## config.mk

```make
export PLATFORM = sky130hd
export DESIGN_NAME = ssc_status_ctrl
export DESIGN_NICKNAME = d
export VERILOG_FILES = /design/src/hw/ssc_pkg.sv /design/src/hw/ssc_status_ctrl.sv
export SDC_FILE = /design/constraint.sdc
export NUM_CORES = 1
export LEC_CHECK = 0
export BUFFER_PORTS_ARGS = -buffer_cell sky130_fd_sc_hd__buf_2
export CAP_MARGIN = 20
export CORE_MARGIN = 1.5
export CORE_UTILIZATION = 49
export CTS_CLUSTER_DIAMETER = 80
export DETAILED_ROUTE_END_ITERATION = 8
export GPL_TIMING_DRIVEN = 0
export HOLD_SLACK_MARGIN = 0.1
export PLACE_DENSITY = 0.82
export SYNTH_ARGS = -nofsm -noshare
export SYNTH_HDL_FRONTEND = slang
export SYNTH_SLANG_ARGS = --single-unit
```

## constraint.sdc

```tcl
create_clock -name clk -period 2.42 [get_ports clk]
set_clock_uncertainty 0.05 [all_clocks]
set_input_delay 0.605 -clock clk [delete_from_list [all_inputs] [get_ports clk]]
set_output_delay 0.605 -clock clk [all_outputs]
set_load 0.1 [all_outputs]
```

## src/hw/ssc_pkg.sv

```systemverilog
// Package: register map, field positions and reset values of the serial status block
package ssc_pkg;
	// ---------------------------------------------------------------
	// Register byte addresses
	// ---------------------------------------------------------------
	localparam logic [7:0] ADDR_STATUS   = 8'h00;
	localparam logic [7:0] ADDR_CTRL_ONE = 8'h04;
	localparam logic [7:0] ADDR_CTRL_TWO = 8'h08;
	localparam logic [7:0] ADDR_DATA     = 8'h0C;
	localparam logic [7:0] ADDR_MODE     = 8'h10;
	// ---------------------------------------------------------------
	// Status bit positions
	// ---------------------------------------------------------------
	localparam int ST_TXE = 7;
	localparam int ST_TXC = 6;
	localparam int ST_RXR = 5;
	localparam int ST_IDL = 4;
	localparam int ST_OVR = 3;
	localparam int ST_NSE = 2;
	localparam int ST_FRM = 1;
	localparam int ST_PAR = 0;
	// ---------------------------------------------------------------
	// Control one bit positions
	// ---------------------------------------------------------------
	localparam int C1_RX9     = 7;
	localparam int C1_TX9     = 6;
	localparam int C1_LPD     = 5;
	localparam int C1_LEN     = 4;
	localparam int C1_WAKE    = 3;
	localparam int C1_PAR_ON  = 2;
	localparam int C1_ODD     = 1;
	localparam int C1_PAR_IEN = 0;
	// ---------------------------------------------------------------
	// Control two bit positions (enables) and mode register bits
	// ---------------------------------------------------------------
	localparam int C2_TXE_IEN = 7;
	localparam int C2_TXC_IEN = 6;
	localparam int C2_RX_IEN  = 5;
	localparam int C2_IDL_IEN = 4;
	localparam int MD_LIN     = 0;
	localparam int MD_LIN_PAR = 1;
	// ---------------------------------------------------------------
	// Reset values and AXI response codes
	// ---------------------------------------------------------------
	localparam logic [7:0] RST_STATUS = 8'hC0;
	localparam logic [7:0] RST_CTRL   = 8'h00;
	localparam logic [1:0] AXI_OKAY   = 2'h0;
	localparam logic [1:0] AXI_SLVERR = 2'h2;
endpackage

```

## src/hw/ssc_status_ctrl.sv

```systemverilog
// Serial interface status flags, first control register and interrupt
`timescale 1ns/1ps
module ssc_status_ctrl (
	// Clock and reset
	input  wire logic        clk,
	input  wire logic        reset,
	// AXI4-Lite slave
	input  wire logic [7:0]  s_axi_awaddr,
	input  wire logic        s_axi_awvalid,
	output logic             s_axi_awready,
	input  wire logic [31:0] s_axi_wdata,
	input  wire logic [3:0]  s_axi_wstrb,
	input  wire logic        s_axi_wvalid,
	output logic             s_axi_wready,
	output logic [1:0]       s_axi_bresp,
	output logic             s_axi_bvalid,
	input  wire logic        s_axi_bready,
	input  wire logic [7:0]  s_axi_araddr,
	input  wire logic        s_axi_arvalid,
	output logic             s_axi_arready,
	output logic [31:0]      s_axi_rdata,
	output logic [1:0]       s_axi_rresp,
	output logic             s_axi_rvalid,
	input  wire logic        s_axi_rready,
	// Core side
	input  wire logic        global_irq_mask,
	input  wire logic        wait_mode,
	input  wire logic        halt_mode,
	output logic             irq_req,
	output logic             wait_wakeup,
	// Datapath strobes, same clock
	input  wire logic        tx_load_evt,
	input  wire logic        tx_done_evt,
	input  wire logic        tx_done_special,
	input  wire logic        rx_word_evt,
	input  wire logic [8:0]  rx_word,
	input  wire logic        rx_noise,
	input  wire logic        rx_framing,
	input  wire logic        rx_parity_err,
	input  wire logic        idle_evt,
	input  wire logic        byte_boundary,
	// Datapath controls
	output logic [8:0]       tx_word,
	output logic             tx_word_valid,
	output logic             nine_bit_mode,
	output logic             parity_check_en,
	output logic             parity_gen_en,
	output logic             parity_odd_active,
	output logic             wake_address_mark,
	output logic             header_detect_method,
	output logic             link_run
);
	// ---------------------------------------------------------------
	// Registers
	// ---------------------------------------------------------------
	logic [7:0] status_q;
	logic [7:0] ctrl1_q;
	logic [7:0] ctrl2_q;
	logic [1:0] mode_q;
	logic [7:0] rx_buf_q;
	logic [7:0] armed_q;
	logic       idle_armed_q;
	logic       parity_odd_q;
	logic       run_q;
	logic [7:0] awaddr_q;
	logic       aw_have_q;
	logic [31:0] wdata_q;
	logic [3:0] wstrb_q;
	logic       w_have_q;
	logic [8:0] tx_word_q;
	logic       tx_word_valid_q;
	logic wr_fire;
	logic rd_fire;
	logic [7:0] wr_addr;
	logic [7:0] rd_addr;
	logic wr_data_reg;
	logic rd_data_reg;
	logic rd_status;
	logic active;
	logic [7:0] set_d;
	logic [7:0] clr_d;
	logic [7:0] evt_en;
	// ---------------------------------------------------------------
	// AXI4-Lite handshake
	// ---------------------------------------------------------------
	assign s_axi_awready = !aw_have_q && !s_axi_bvalid;
	assign s_axi_wready  = !w_have_q && !s_axi_bvalid;
	assign s_axi_arready = !s_axi_rvalid;
	assign wr_fire = aw_have_q && w_have_q && !s_axi_bvalid;
	assign rd_fire = s_axi_arvalid && s_axi_arready;
	assign wr_addr = awaddr_q;
	assign rd_addr = s_axi_araddr;
	always_ff @(posedge clk) begin
		if (reset) begin
			aw_have_q <= 1'b0;
			w_have_q  <= 1'b0;
			awaddr_q  <= 8'h00;
			wdata_q   <= 32'h0000_0000;
			wstrb_q   <= 4'h0;
		end else begin
			if (s_axi_awvalid && s_axi_awready) begin
				aw_have_q <= 1'b1;
				awaddr_q  <= s_axi_awaddr;
			end else if (wr_fire) begin
				aw_have_q <= 1'b0;
			end
			if (s_axi_wvalid && s_axi_wready) begin
				w_have_q <= 1'b1;
				wdata_q  <= s_axi_wdata;
				wstrb_q  <= s_axi_wstrb;
			end else if (wr_fire) begin
				w_have_q <= 1'b0;
			end
		end
	end

	always_ff @(posedge clk) begin
		if (reset) begin
			s_axi_bvalid <= 1'b0;
			s_axi_bresp  <= ssc_pkg::AXI_OKAY;
		end else if (wr_fire) begin
			s_axi_bvalid <= 1'b1;
			case (wr_addr)
				ssc_pkg::ADDR_STATUS, ssc_pkg::ADDR_CTRL_ONE,
				ssc_pkg::ADDR_CTRL_TWO, ssc_pkg::ADDR_DATA,
				ssc_pkg::ADDR_MODE: s_axi_bresp <= ssc_pkg::AXI_OKAY;
				default: s_axi_bresp <= ssc_pkg::AXI_SLVERR;
			endcase
		end else if (s_axi_bready) begin
			s_axi_bvalid <= 1'b0;
		end
	end

	always_ff @(posedge clk) begin
		if (reset) begin
			s_axi_rvalid <= 1'b0;
			s_axi_rdata  <= 32'h0000_0000;
			s_axi_rresp  <= ssc_pkg::AXI_OKAY;
		end else if (rd_fire) begin
			s_axi_rvalid <= 1'b1;
			s_axi_rresp  <= ssc_pkg::AXI_OKAY;
			case (rd_addr)
				ssc_pkg::ADDR_STATUS:   s_axi_rdata <= {24'h0, status_q};
				ssc_pkg::ADDR_CTRL_ONE: s_axi_rdata <= {24'h0, ctrl1_q};
				ssc_pkg::ADDR_CTRL_TWO: s_axi_rdata <= {24'h0, ctrl2_q};
				ssc_pkg::ADDR_DATA:     s_axi_rdata <= {24'h0, rx_buf_q};
				ssc_pkg::ADDR_MODE:     s_axi_rdata <= {30'h0, mode_q};
				default: begin
					s_axi_rdata <= 32'h0000_0000;
					s_axi_rresp <= ssc_pkg::AXI_SLVERR;
				end
			endcase
		end else if (s_axi_rready) begin
			s_axi_rvalid <= 1'b0;
		end
	end

	assign wr_data_reg = wr_fire && wr_addr == ssc_pkg::ADDR_DATA && wstrb_q[0];
	assign rd_data_reg = rd_fire && rd_addr == ssc_pkg::ADDR_DATA;
	// Status is read-only; a write to it still counts as an access
	assign rd_status = (rd_fire && rd_addr == ssc_pkg::ADDR_STATUS) ||
		(wr_fire && wr_addr == ssc_pkg::ADDR_STATUS);

	// ---------------------------------------------------------------
	// Control registers
	// ---------------------------------------------------------------
	always_ff @(posedge clk) begin
		if (reset) begin
			ctrl1_q <= ssc_pkg::RST_CTRL;
			ctrl2_q <= ssc_pkg::RST_CTRL;
			mode_q  <= 2'h0;
		end else begin
			if (wr_fire && wstrb_q[0]) begin
				// Received ninth bit stays hardware-owned
				if (wr_addr == ssc_pkg::ADDR_CTRL_ONE)
					ctrl1_q[6:0] <= wdata_q[6:0];
				if (wr_addr == ssc_pkg::ADDR_CTRL_TWO)
					ctrl2_q <= wdata_q[7:0];
				if (wr_addr == ssc_pkg::ADDR_MODE)
					mode_q <= wdata_q[1:0];
			end
			// Halt freezes the receiver, so no ninth bit is captured
			if (rx_word_evt && !status_q[ssc_pkg::ST_RXR] && !halt_mode)
				ctrl1_q[ssc_pkg::C1_RX9] <= ctrl1_q[ssc_pkg::C1_LEN] ?
					rx_word[8] : 1'b0;
		end
	end

	assign nine_bit_mode     = ctrl1_q[ssc_pkg::C1_LEN];
	// relied upon: length changes only between transfers
	assign parity_check_en   = ctrl1_q[ssc_pkg::C1_PAR_ON];
	assign parity_gen_en     = ctrl1_q[ssc_pkg::C1_PAR_ON] &&
		!mode_q[ssc_pkg::MD_LIN_PAR];
	assign wake_address_mark = !mode_q[ssc_pkg::MD_LIN] &&
		ctrl1_q[ssc_pkg::C1_WAKE];
	assign header_detect_method = mode_q[ssc_pkg::MD_LIN] &&
		ctrl1_q[ssc_pkg::C1_WAKE];

	// Parity sense and low-power stop only move on a byte boundary
	always_ff @(posedge clk) begin
		if (reset) begin
			parity_odd_q <= 1'b0;
			run_q        <= 1'b1;
		end else if (byte_boundary) begin
			parity_odd_q <= ctrl1_q[ssc_pkg::C1_ODD];
			run_q        <= !ctrl1_q[ssc_pkg::C1_LPD];
		end
	end
	assign parity_odd_active = parity_odd_q;
	assign active   = run_q && !halt_mode;
	assign link_run = active;

	// ---------------------------------------------------------------
	// Transmit word
	// ---------------------------------------------------------------
	function automatic logic par7(input logic [6:0] d, input logic odd);
		par7 = ^d ^ odd;
	endfunction
	function automatic logic par8(input logic [7:0] d, input logic odd);
		par8 = ^d ^ odd;
	endfunction

	always_ff @(posedge clk) begin
		if (reset) begin
			tx_word_q       <= 9'h000;
			tx_word_valid_q <= 1'b0;
		end else begin
			tx_word_valid_q <= wr_data_reg;
			if (wr_data_reg) begin
				tx_word_q <= {ctrl1_q[ssc_pkg::C1_TX9], wdata_q[7:0]};
				if (parity_gen_en) begin
					if (ctrl1_q[ssc_pkg::C1_LEN])
						tx_word_q[8] <= par8(wdata_q[7:0],
							parity_odd_q);
					else
						tx_word_q[7] <= par7(wdata_q[6:0],
							parity_odd_q);
				end
			end
		end
	end
	assign tx_word       = tx_word_q;
	assign tx_word_valid = tx_word_valid_q;

	// ---------------------------------------------------------------
	// Status flags
	// ---------------------------------------------------------------
	logic rx_take;
	logic rx_over;
	assign rx_take = active && rx_word_evt && !status_q[ssc_pkg::ST_RXR];
	assign rx_over = active && rx_word_evt && status_q[ssc_pkg::ST_RXR];

	always_comb begin
		set_d = 8'h00;
		set_d[ssc_pkg::ST_TXE] = active && tx_load_evt;
		set_d[ssc_pkg::ST_TXC] = active && tx_done_evt &&
			!tx_done_special;
		set_d[ssc_pkg::ST_RXR] = rx_take;
		set_d[ssc_pkg::ST_IDL] = active && idle_evt && idle_armed_q;
		set_d[ssc_pkg::ST_OVR] = rx_over;
		set_d[ssc_pkg::ST_NSE] = rx_take && rx_noise;
		set_d[ssc_pkg::ST_FRM] = rx_take && rx_framing;
		set_d[ssc_pkg::ST_PAR] = rx_take && rx_parity_err &&
			ctrl1_q[ssc_pkg::C1_PAR_ON];
	end

	// Flags seen at a status access are armed for the next data access
	always_ff @(posedge clk) begin
		if (reset)
			armed_q <= 8'h00;
		else if (rd_status)
			armed_q <= status_q;
		else if (wr_data_reg || rd_data_reg)
			armed_q <= 8'h00;
	end

	always_comb begin
		clr_d = 8'h00;
		if (wr_data_reg)
			clr_d[7:6] = armed_q[7:6];
		if (rd_data_reg)
			clr_d[5:0] = armed_q[5:0];
		if (wr_data_reg || rd_data_reg)
			clr_d[ssc_pkg::ST_PAR] = armed_q[ssc_pkg::ST_PAR];
	end

	// Set beats clear so an event in the clearing cycle survives
	always_ff @(posedge clk) begin
		if (reset)
			status_q <= ssc_pkg::RST_STATUS;
		else
			status_q <= (status_q & ~clr_d) | set_d;
	end

	always_ff @(posedge clk) begin
		if (reset)
			idle_armed_q <= 1'b1;
		else if (set_d[ssc_pkg::ST_RXR])
			idle_armed_q <= 1'b1;
		else if (set_d[ssc_pkg::ST_IDL])
			idle_armed_q <= 1'b0;
	end

	// Overrun keeps the buffered word; the new one is dropped
	always_ff @(posedge clk) begin
		if (reset)
			rx_buf_q <= 8'h00;
		else if (rx_take)
			rx_buf_q <= rx_word[7:0];
	end

	// ---------------------------------------------------------------
	// Interrupt and wake
	// ---------------------------------------------------------------
	always_comb begin
		evt_en = 8'h00;
		evt_en[ssc_pkg::ST_TXE] = ctrl2_q[ssc_pkg::C2_TXE_IEN];
		evt_en[ssc_pkg::ST_TXC] = ctrl2_q[ssc_pkg::C2_TXC_IEN];
		evt_en[ssc_pkg::ST_RXR] = ctrl2_q[ssc_pkg::C2_RX_IEN];
		evt_en[ssc_pkg::ST_IDL] = ctrl2_q[ssc_pkg::C2_IDL_IEN];
		evt_en[ssc_pkg::ST_OVR] = ctrl2_q[ssc_pkg::C2_RX_IEN];
		evt_en[ssc_pkg::ST_PAR] = ctrl1_q[ssc_pkg::C1_PAR_IEN] &&
			ctrl1_q[ssc_pkg::C1_PAR_ON];
	end

	logic irq_any;
	assign irq_any = |(status_q & evt_en);
	assign irq_req = irq_any && !global_irq_mask;
	// Halt wake is left to other sources
	assign wait_wakeup = irq_req && wait_mode && !halt_mode;

	// ---------------------------------------------------------------
	// Checks
	// ---------------------------------------------------------------
	AST_IRQ_MASK: assert property (@(posedge clk) disable iff (reset)
		global_irq_mask |-> !irq_req) else $error("irq while masked");
	AST_WAIT_WAKE: assert property (@(posedge clk) disable iff (reset)
		(wait_mode && !halt_mode && !global_irq_mask && status_q[7] &&
		ctrl2_q[7]) |-> wait_wakeup) else $error("no wait wake");
	AST_HALT: assert property (@(posedge clk) disable iff (reset)
		halt_mode |-> !wait_wakeup && !link_run) else $error("halt wake");
	AST_TXE_SET: assert property (@(posedge clk) disable iff (reset)
		(tx_load_evt && run_q && !halt_mode) |=> status_q[7])
		else $error("tx empty not set");
	AST_TC_SPECIAL: assert property (@(posedge clk) disable iff (reset)
		(tx_done_special && !status_q[6]) |=> !status_q[6])
		else $error("complete set by idle/break");
	AST_RXR_SET: assert property (@(posedge clk) disable iff (reset)
		rx_take |=> status_q[5] && rx_buf_q == $past(rx_word[7:0]))
		else $error("ready not set");
	// Helper: an idle set has happened and no word has come in since
	logic idle_seen_q;
	always_ff @(posedge clk)
		idle_seen_q <= !reset && !rx_take && (idle_seen_q || set_d[4]);
	AST_IDLE_ONCE: assert property (@(posedge clk) disable iff (reset)
		(idle_seen_q && !rx_take) |-> !set_d[4]) else $error("idle rearmed");
	AST_OVR_KEEP: assert property (@(posedge clk) disable iff (reset)
		rx_over |=> status_q[3] && $stable(rx_buf_q))
		else $error("overrun lost buffer");
	AST_FRM_OVR: assert property (@(posedge clk) disable iff (reset)
		(rx_over && rx_framing && !status_q[1]) |=> !status_q[1])
		else $error("framing set with overrun");
	AST_CLR_SEQ: assert property (@(posedge clk) disable iff (reset)
		(rd_data_reg && armed_q[5] && !rx_take) |=> !status_q[5])
		else $error("ready not cleared");
	AST_PAR_EN: assert property (@(posedge clk) disable iff (reset)
		(status_q[0] && !ctrl1_q[0] && !(|(status_q[7:1] & evt_en[7:1])))
		|-> !irq_req) else $error("parity irq not gated");
	COV_OVERRUN: cover property (@(posedge clk) rx_take ##[1:20] rx_over);
	COV_CLEAR:   cover property (@(posedge clk) rd_status ##[1:10] rd_data_reg);
	COV_TXCLR:   cover property (@(posedge clk) rd_status ##[1:10] wr_data_reg);
	COV_WAKE:    cover property (@(posedge clk) wait_wakeup);
endmodule

```

==> flow_metrics.py <==
metrics = {
    "drt": {
        "avgViaCountPerCell": 5.16,
        "drc": 0,
        "firstDrtPassIters": 5,
        "ant_nets": 0,
        "drt_iter0_markers": 226,
        "post_drt_wl_per_cell_um": 14.3,
        "vias": 3450,
        "wl_um": 9570,
    },
    "synthesis": {
        "async_flop_share_pct": 0,
        "synth_edf_count": 0,
        "netlist.area_leader.share_pct": 45.1,
        "ys_ff_latch": 86,
        "syn_area_mm2": 0.00382,
        "synth_area_per_cell_um2": 8.68,
        "syn_inst": 440,
        "seq_area_frac_synth_pct": 45.1,
        "ys_warn_count": 0,
        "synth.distinct_cells": 47,
        "synthTopCellsByArea": "dfxtp_1, nand2_1, a21oi_1",
        "synth_top_area_cell": "dfxtp_1",
        "synth-main-ff-cell": "dfxtp_1",
    },
    "clocking": {
        "htreeDepth": 3,
        "post-cts-setup-buffer-count": 0,
        "worst_skew_pair.late_latency_ns": 0.37,
        "clock-sinks": 86,
        "path_clk_slew_ns": 0.10,
        "cts_tree": "built",
        "cts-root-buf": "clkbuf_8",
        "clock_path_buffers": 2,
        "cts_buffers": 9,
    },
    "worst_setup_path": {
        "arrival_ns": 1.78,
        "cp_data_required_time_ns": 1.76,
        "reg2reg_slack_ns": 0.32,
        "critical_path_class": "reg2out",
        "max_stage_delay_ns": 0.51,
        "path_max_fanout": 4,
        "r2r_cells": 6,
        "crit_chain": "a222oi_1 -> a31oi_4 -> and3b_2 -> buf_8",
        "timing.rr.end": "status_q[0]",
        "slowest_stage": "a222oi_1",
        "cp-startpoint": "status_q[6]",
        "endpoint_kind": "primary output",
        "r2r_start": "awaddr_q[1]",
        "startpoint_type": "register",
    },
    "power": {
        "ir_drop_v": 0.000312,
        "pwr-share-clk_pct": 35.6,
        "internal_power_mw": 2.20,
        "switching_share_pct": 31.4,
        "p_leak_nw": 2.07,
        "power.switching_mw": 1.01,
        "power_density_mw_per_mm2": 675,
        "p_seq_share_pct": 46.9,
        "p_comb_share_pct": 17.5,
    },
    "timing": {
        "tightest_slew_ns": 0.814,
        "slew_violations": 0,
        "min_period_over_period_pct": 101,
        "worst_slack_ns": -0.0153,
        "fin_tns_setup_ns": -0.0153,
        "rsz0062_at_grt": "yes",
        "finalHoldViolations": 0,
        "post-route-min-period_ns": 2.44,
        "relSlewSlack_pct": 45.3,
        "finalSetupViolations": 1,
        "max_freq_mhz": 411,
    },
    "floorplanning": {
        "initial_core_util_pct": 49.9,
        "dieArea_mm2": 0.00833,
        "die_y_um": 91.3,
        "rows": 32,
        "core_mm2": 0.00765,
        "die_x_um": 91.3,
        "io_pins": 140,
    },
    "finish": {
        "final_nets": 642,
        "area_growth_pct": 24.2,
        "largest_reg_flops": 9,
        "n_antenna_cell": 0,
        "fin_area_mm2": 0.00474,
        "final_common_cell": "nand2_1",
        "drive_above_1_share_pct": 27.7,
        "final_cell_mix": "nand2_1, buf_2, dfxtp_1, a21oi_1, nor2_1",
    },
    "hold_path": {
        "min_from": "rx_word[3]",
        "min_path_type": "in2reg",
        "worstHoldEndpoint": "rx_buf_q[3]",
        "hold_path_depth": 3,
    },
    "placed_design": {
        "hpwl_um": 7250,
        "dpl_cell_area_mm2": 0.00451,
        "io_buffers": 86,
        "gp_congestion": 0.880,
    },
    "grt": {
        "track_usage_pct": 23.7,
        "grt_max_degree": 17,
        "overflow": 0,
        "grt_first_pass_wirelength_um": 15500,
        "antenna_found_initial": 0,
        "grt_pass1_vias": 3221,
    },
    "run_status": {
        "status": "complete, but fails checks",
        "violations": "negative setup slack",
    },
    "run": {
        "drv_cap": 0,
    },
}
[cells by family after synthesis]
family	share of synthesized area [%]
other	0.0982
DFF	45.1
buffers and inverters	7.70
muxes	9.34
and+or+nand+nor	23.0
AOI/OAI and AO/OA	13.2
xor gates and xnor gates	1.61
[worst max path at each step]
stage	to	slack, ns	cells past startpoint
2_1_floorplan	wait_wakeup	-0.43	3
3_3_place_gp	armed_q[7]	-0.14	6
3_5_place_dp	armed_q[2]	-0.20	6
4_1_cts	wait_wakeup	0.01	4
5_1_grt	wait_wakeup	-0.08	4
6_report	wait_wakeup	-0.02	4
[per-stage QoR]
stage	instances	total power, mW	hold slack (ns)	setup WS, ns	util (%)
6_report	669	3.20	0.408	-0.0153	62.0
5_1_grt	669	3.32	0.403	-0.0829	62.0
4_1_cts	669	3.22	0.406	0.0137	62.0
3_5_place_dp	653	2.09	0.398	-0.199	58.9
3_3_place_gp	653	2.08	0.390	-0.136	58.9
2_1_floorplan	465	1.98	0.383	-0.426	-
[repair_timing]
action,4_1_cts,5_1_grt
gates resized for setup,2,2
pin swaps,2,1
hold buffers,0,0
endpoints found under the setup margin,1,1
[power groups by stage]
stage | combinational (mW) | clock, mW | sequential, mW
2_1_floorplan | 0.430 | 0 | 1.55
3_3_place_gp | 0.550 | 0 | 1.53
3_5_place_dp | 0.556 | 0 | 1.54
4_1_cts | 0.558 | 1.16 | 1.50
5_1_grt | 0.595 | 1.22 | 1.51
6_report | 0.560 | 1.14 | 1.50
[synth_stat cells (2+ instances only)]
cell / n
mux4_2: 6
dfxtp_1: 86
and3b_1: 2
a32oi_1: 3
nand2_1: 92
nand3b_1: 4
a22oi_1: 10
nand4b_1: 3
xnor2_1: 7
nor2b_1: 6
inv_1: 3
nor3_1: 3
and2_1: 3
mux2i_1: 21
buf_4: 26
o21ai_0: 9
nand3_1: 13
a21oi_1: 54
nor2_1: 40
buf_2: 4
buf_1: 2
nand2b_1: 6
clkbuf_1: 13
[layout make-up]
cell class                 instances  area [um^2]
clock buffer                       9          124
sequential                        86         1720
buffer                            46          284
fill                             659         2900
inverter                           3         11.3
clock inverter                     7          103
multi-input combinational        330         1930
tap                              102          128
timing repair buffer              86          440
[metal layers]
metal	vias to the layer above	global-route usage, %	wire length, um
met5	-	0	0
met3	23	5.28	667
met2	132	37.9	4560
met1	1581	30.3	4090
met4	0	10.8	251
li1	1714	-	-
[worst max-delay path, delay by kind of cell, from the launching register on]
| family | cells | cell delay (ns) |
|---|---|---|
| buffers and inverters | 1 | 0.17 |
| AO/OA/AOI/OAI | 2 | 0.65 |
| flip-flops | 1 | 0.35 |
| AND/OR/NAND/NOR | 1 | 0.24 |
No activity file was read; power rests on OpenSTA's default activity.
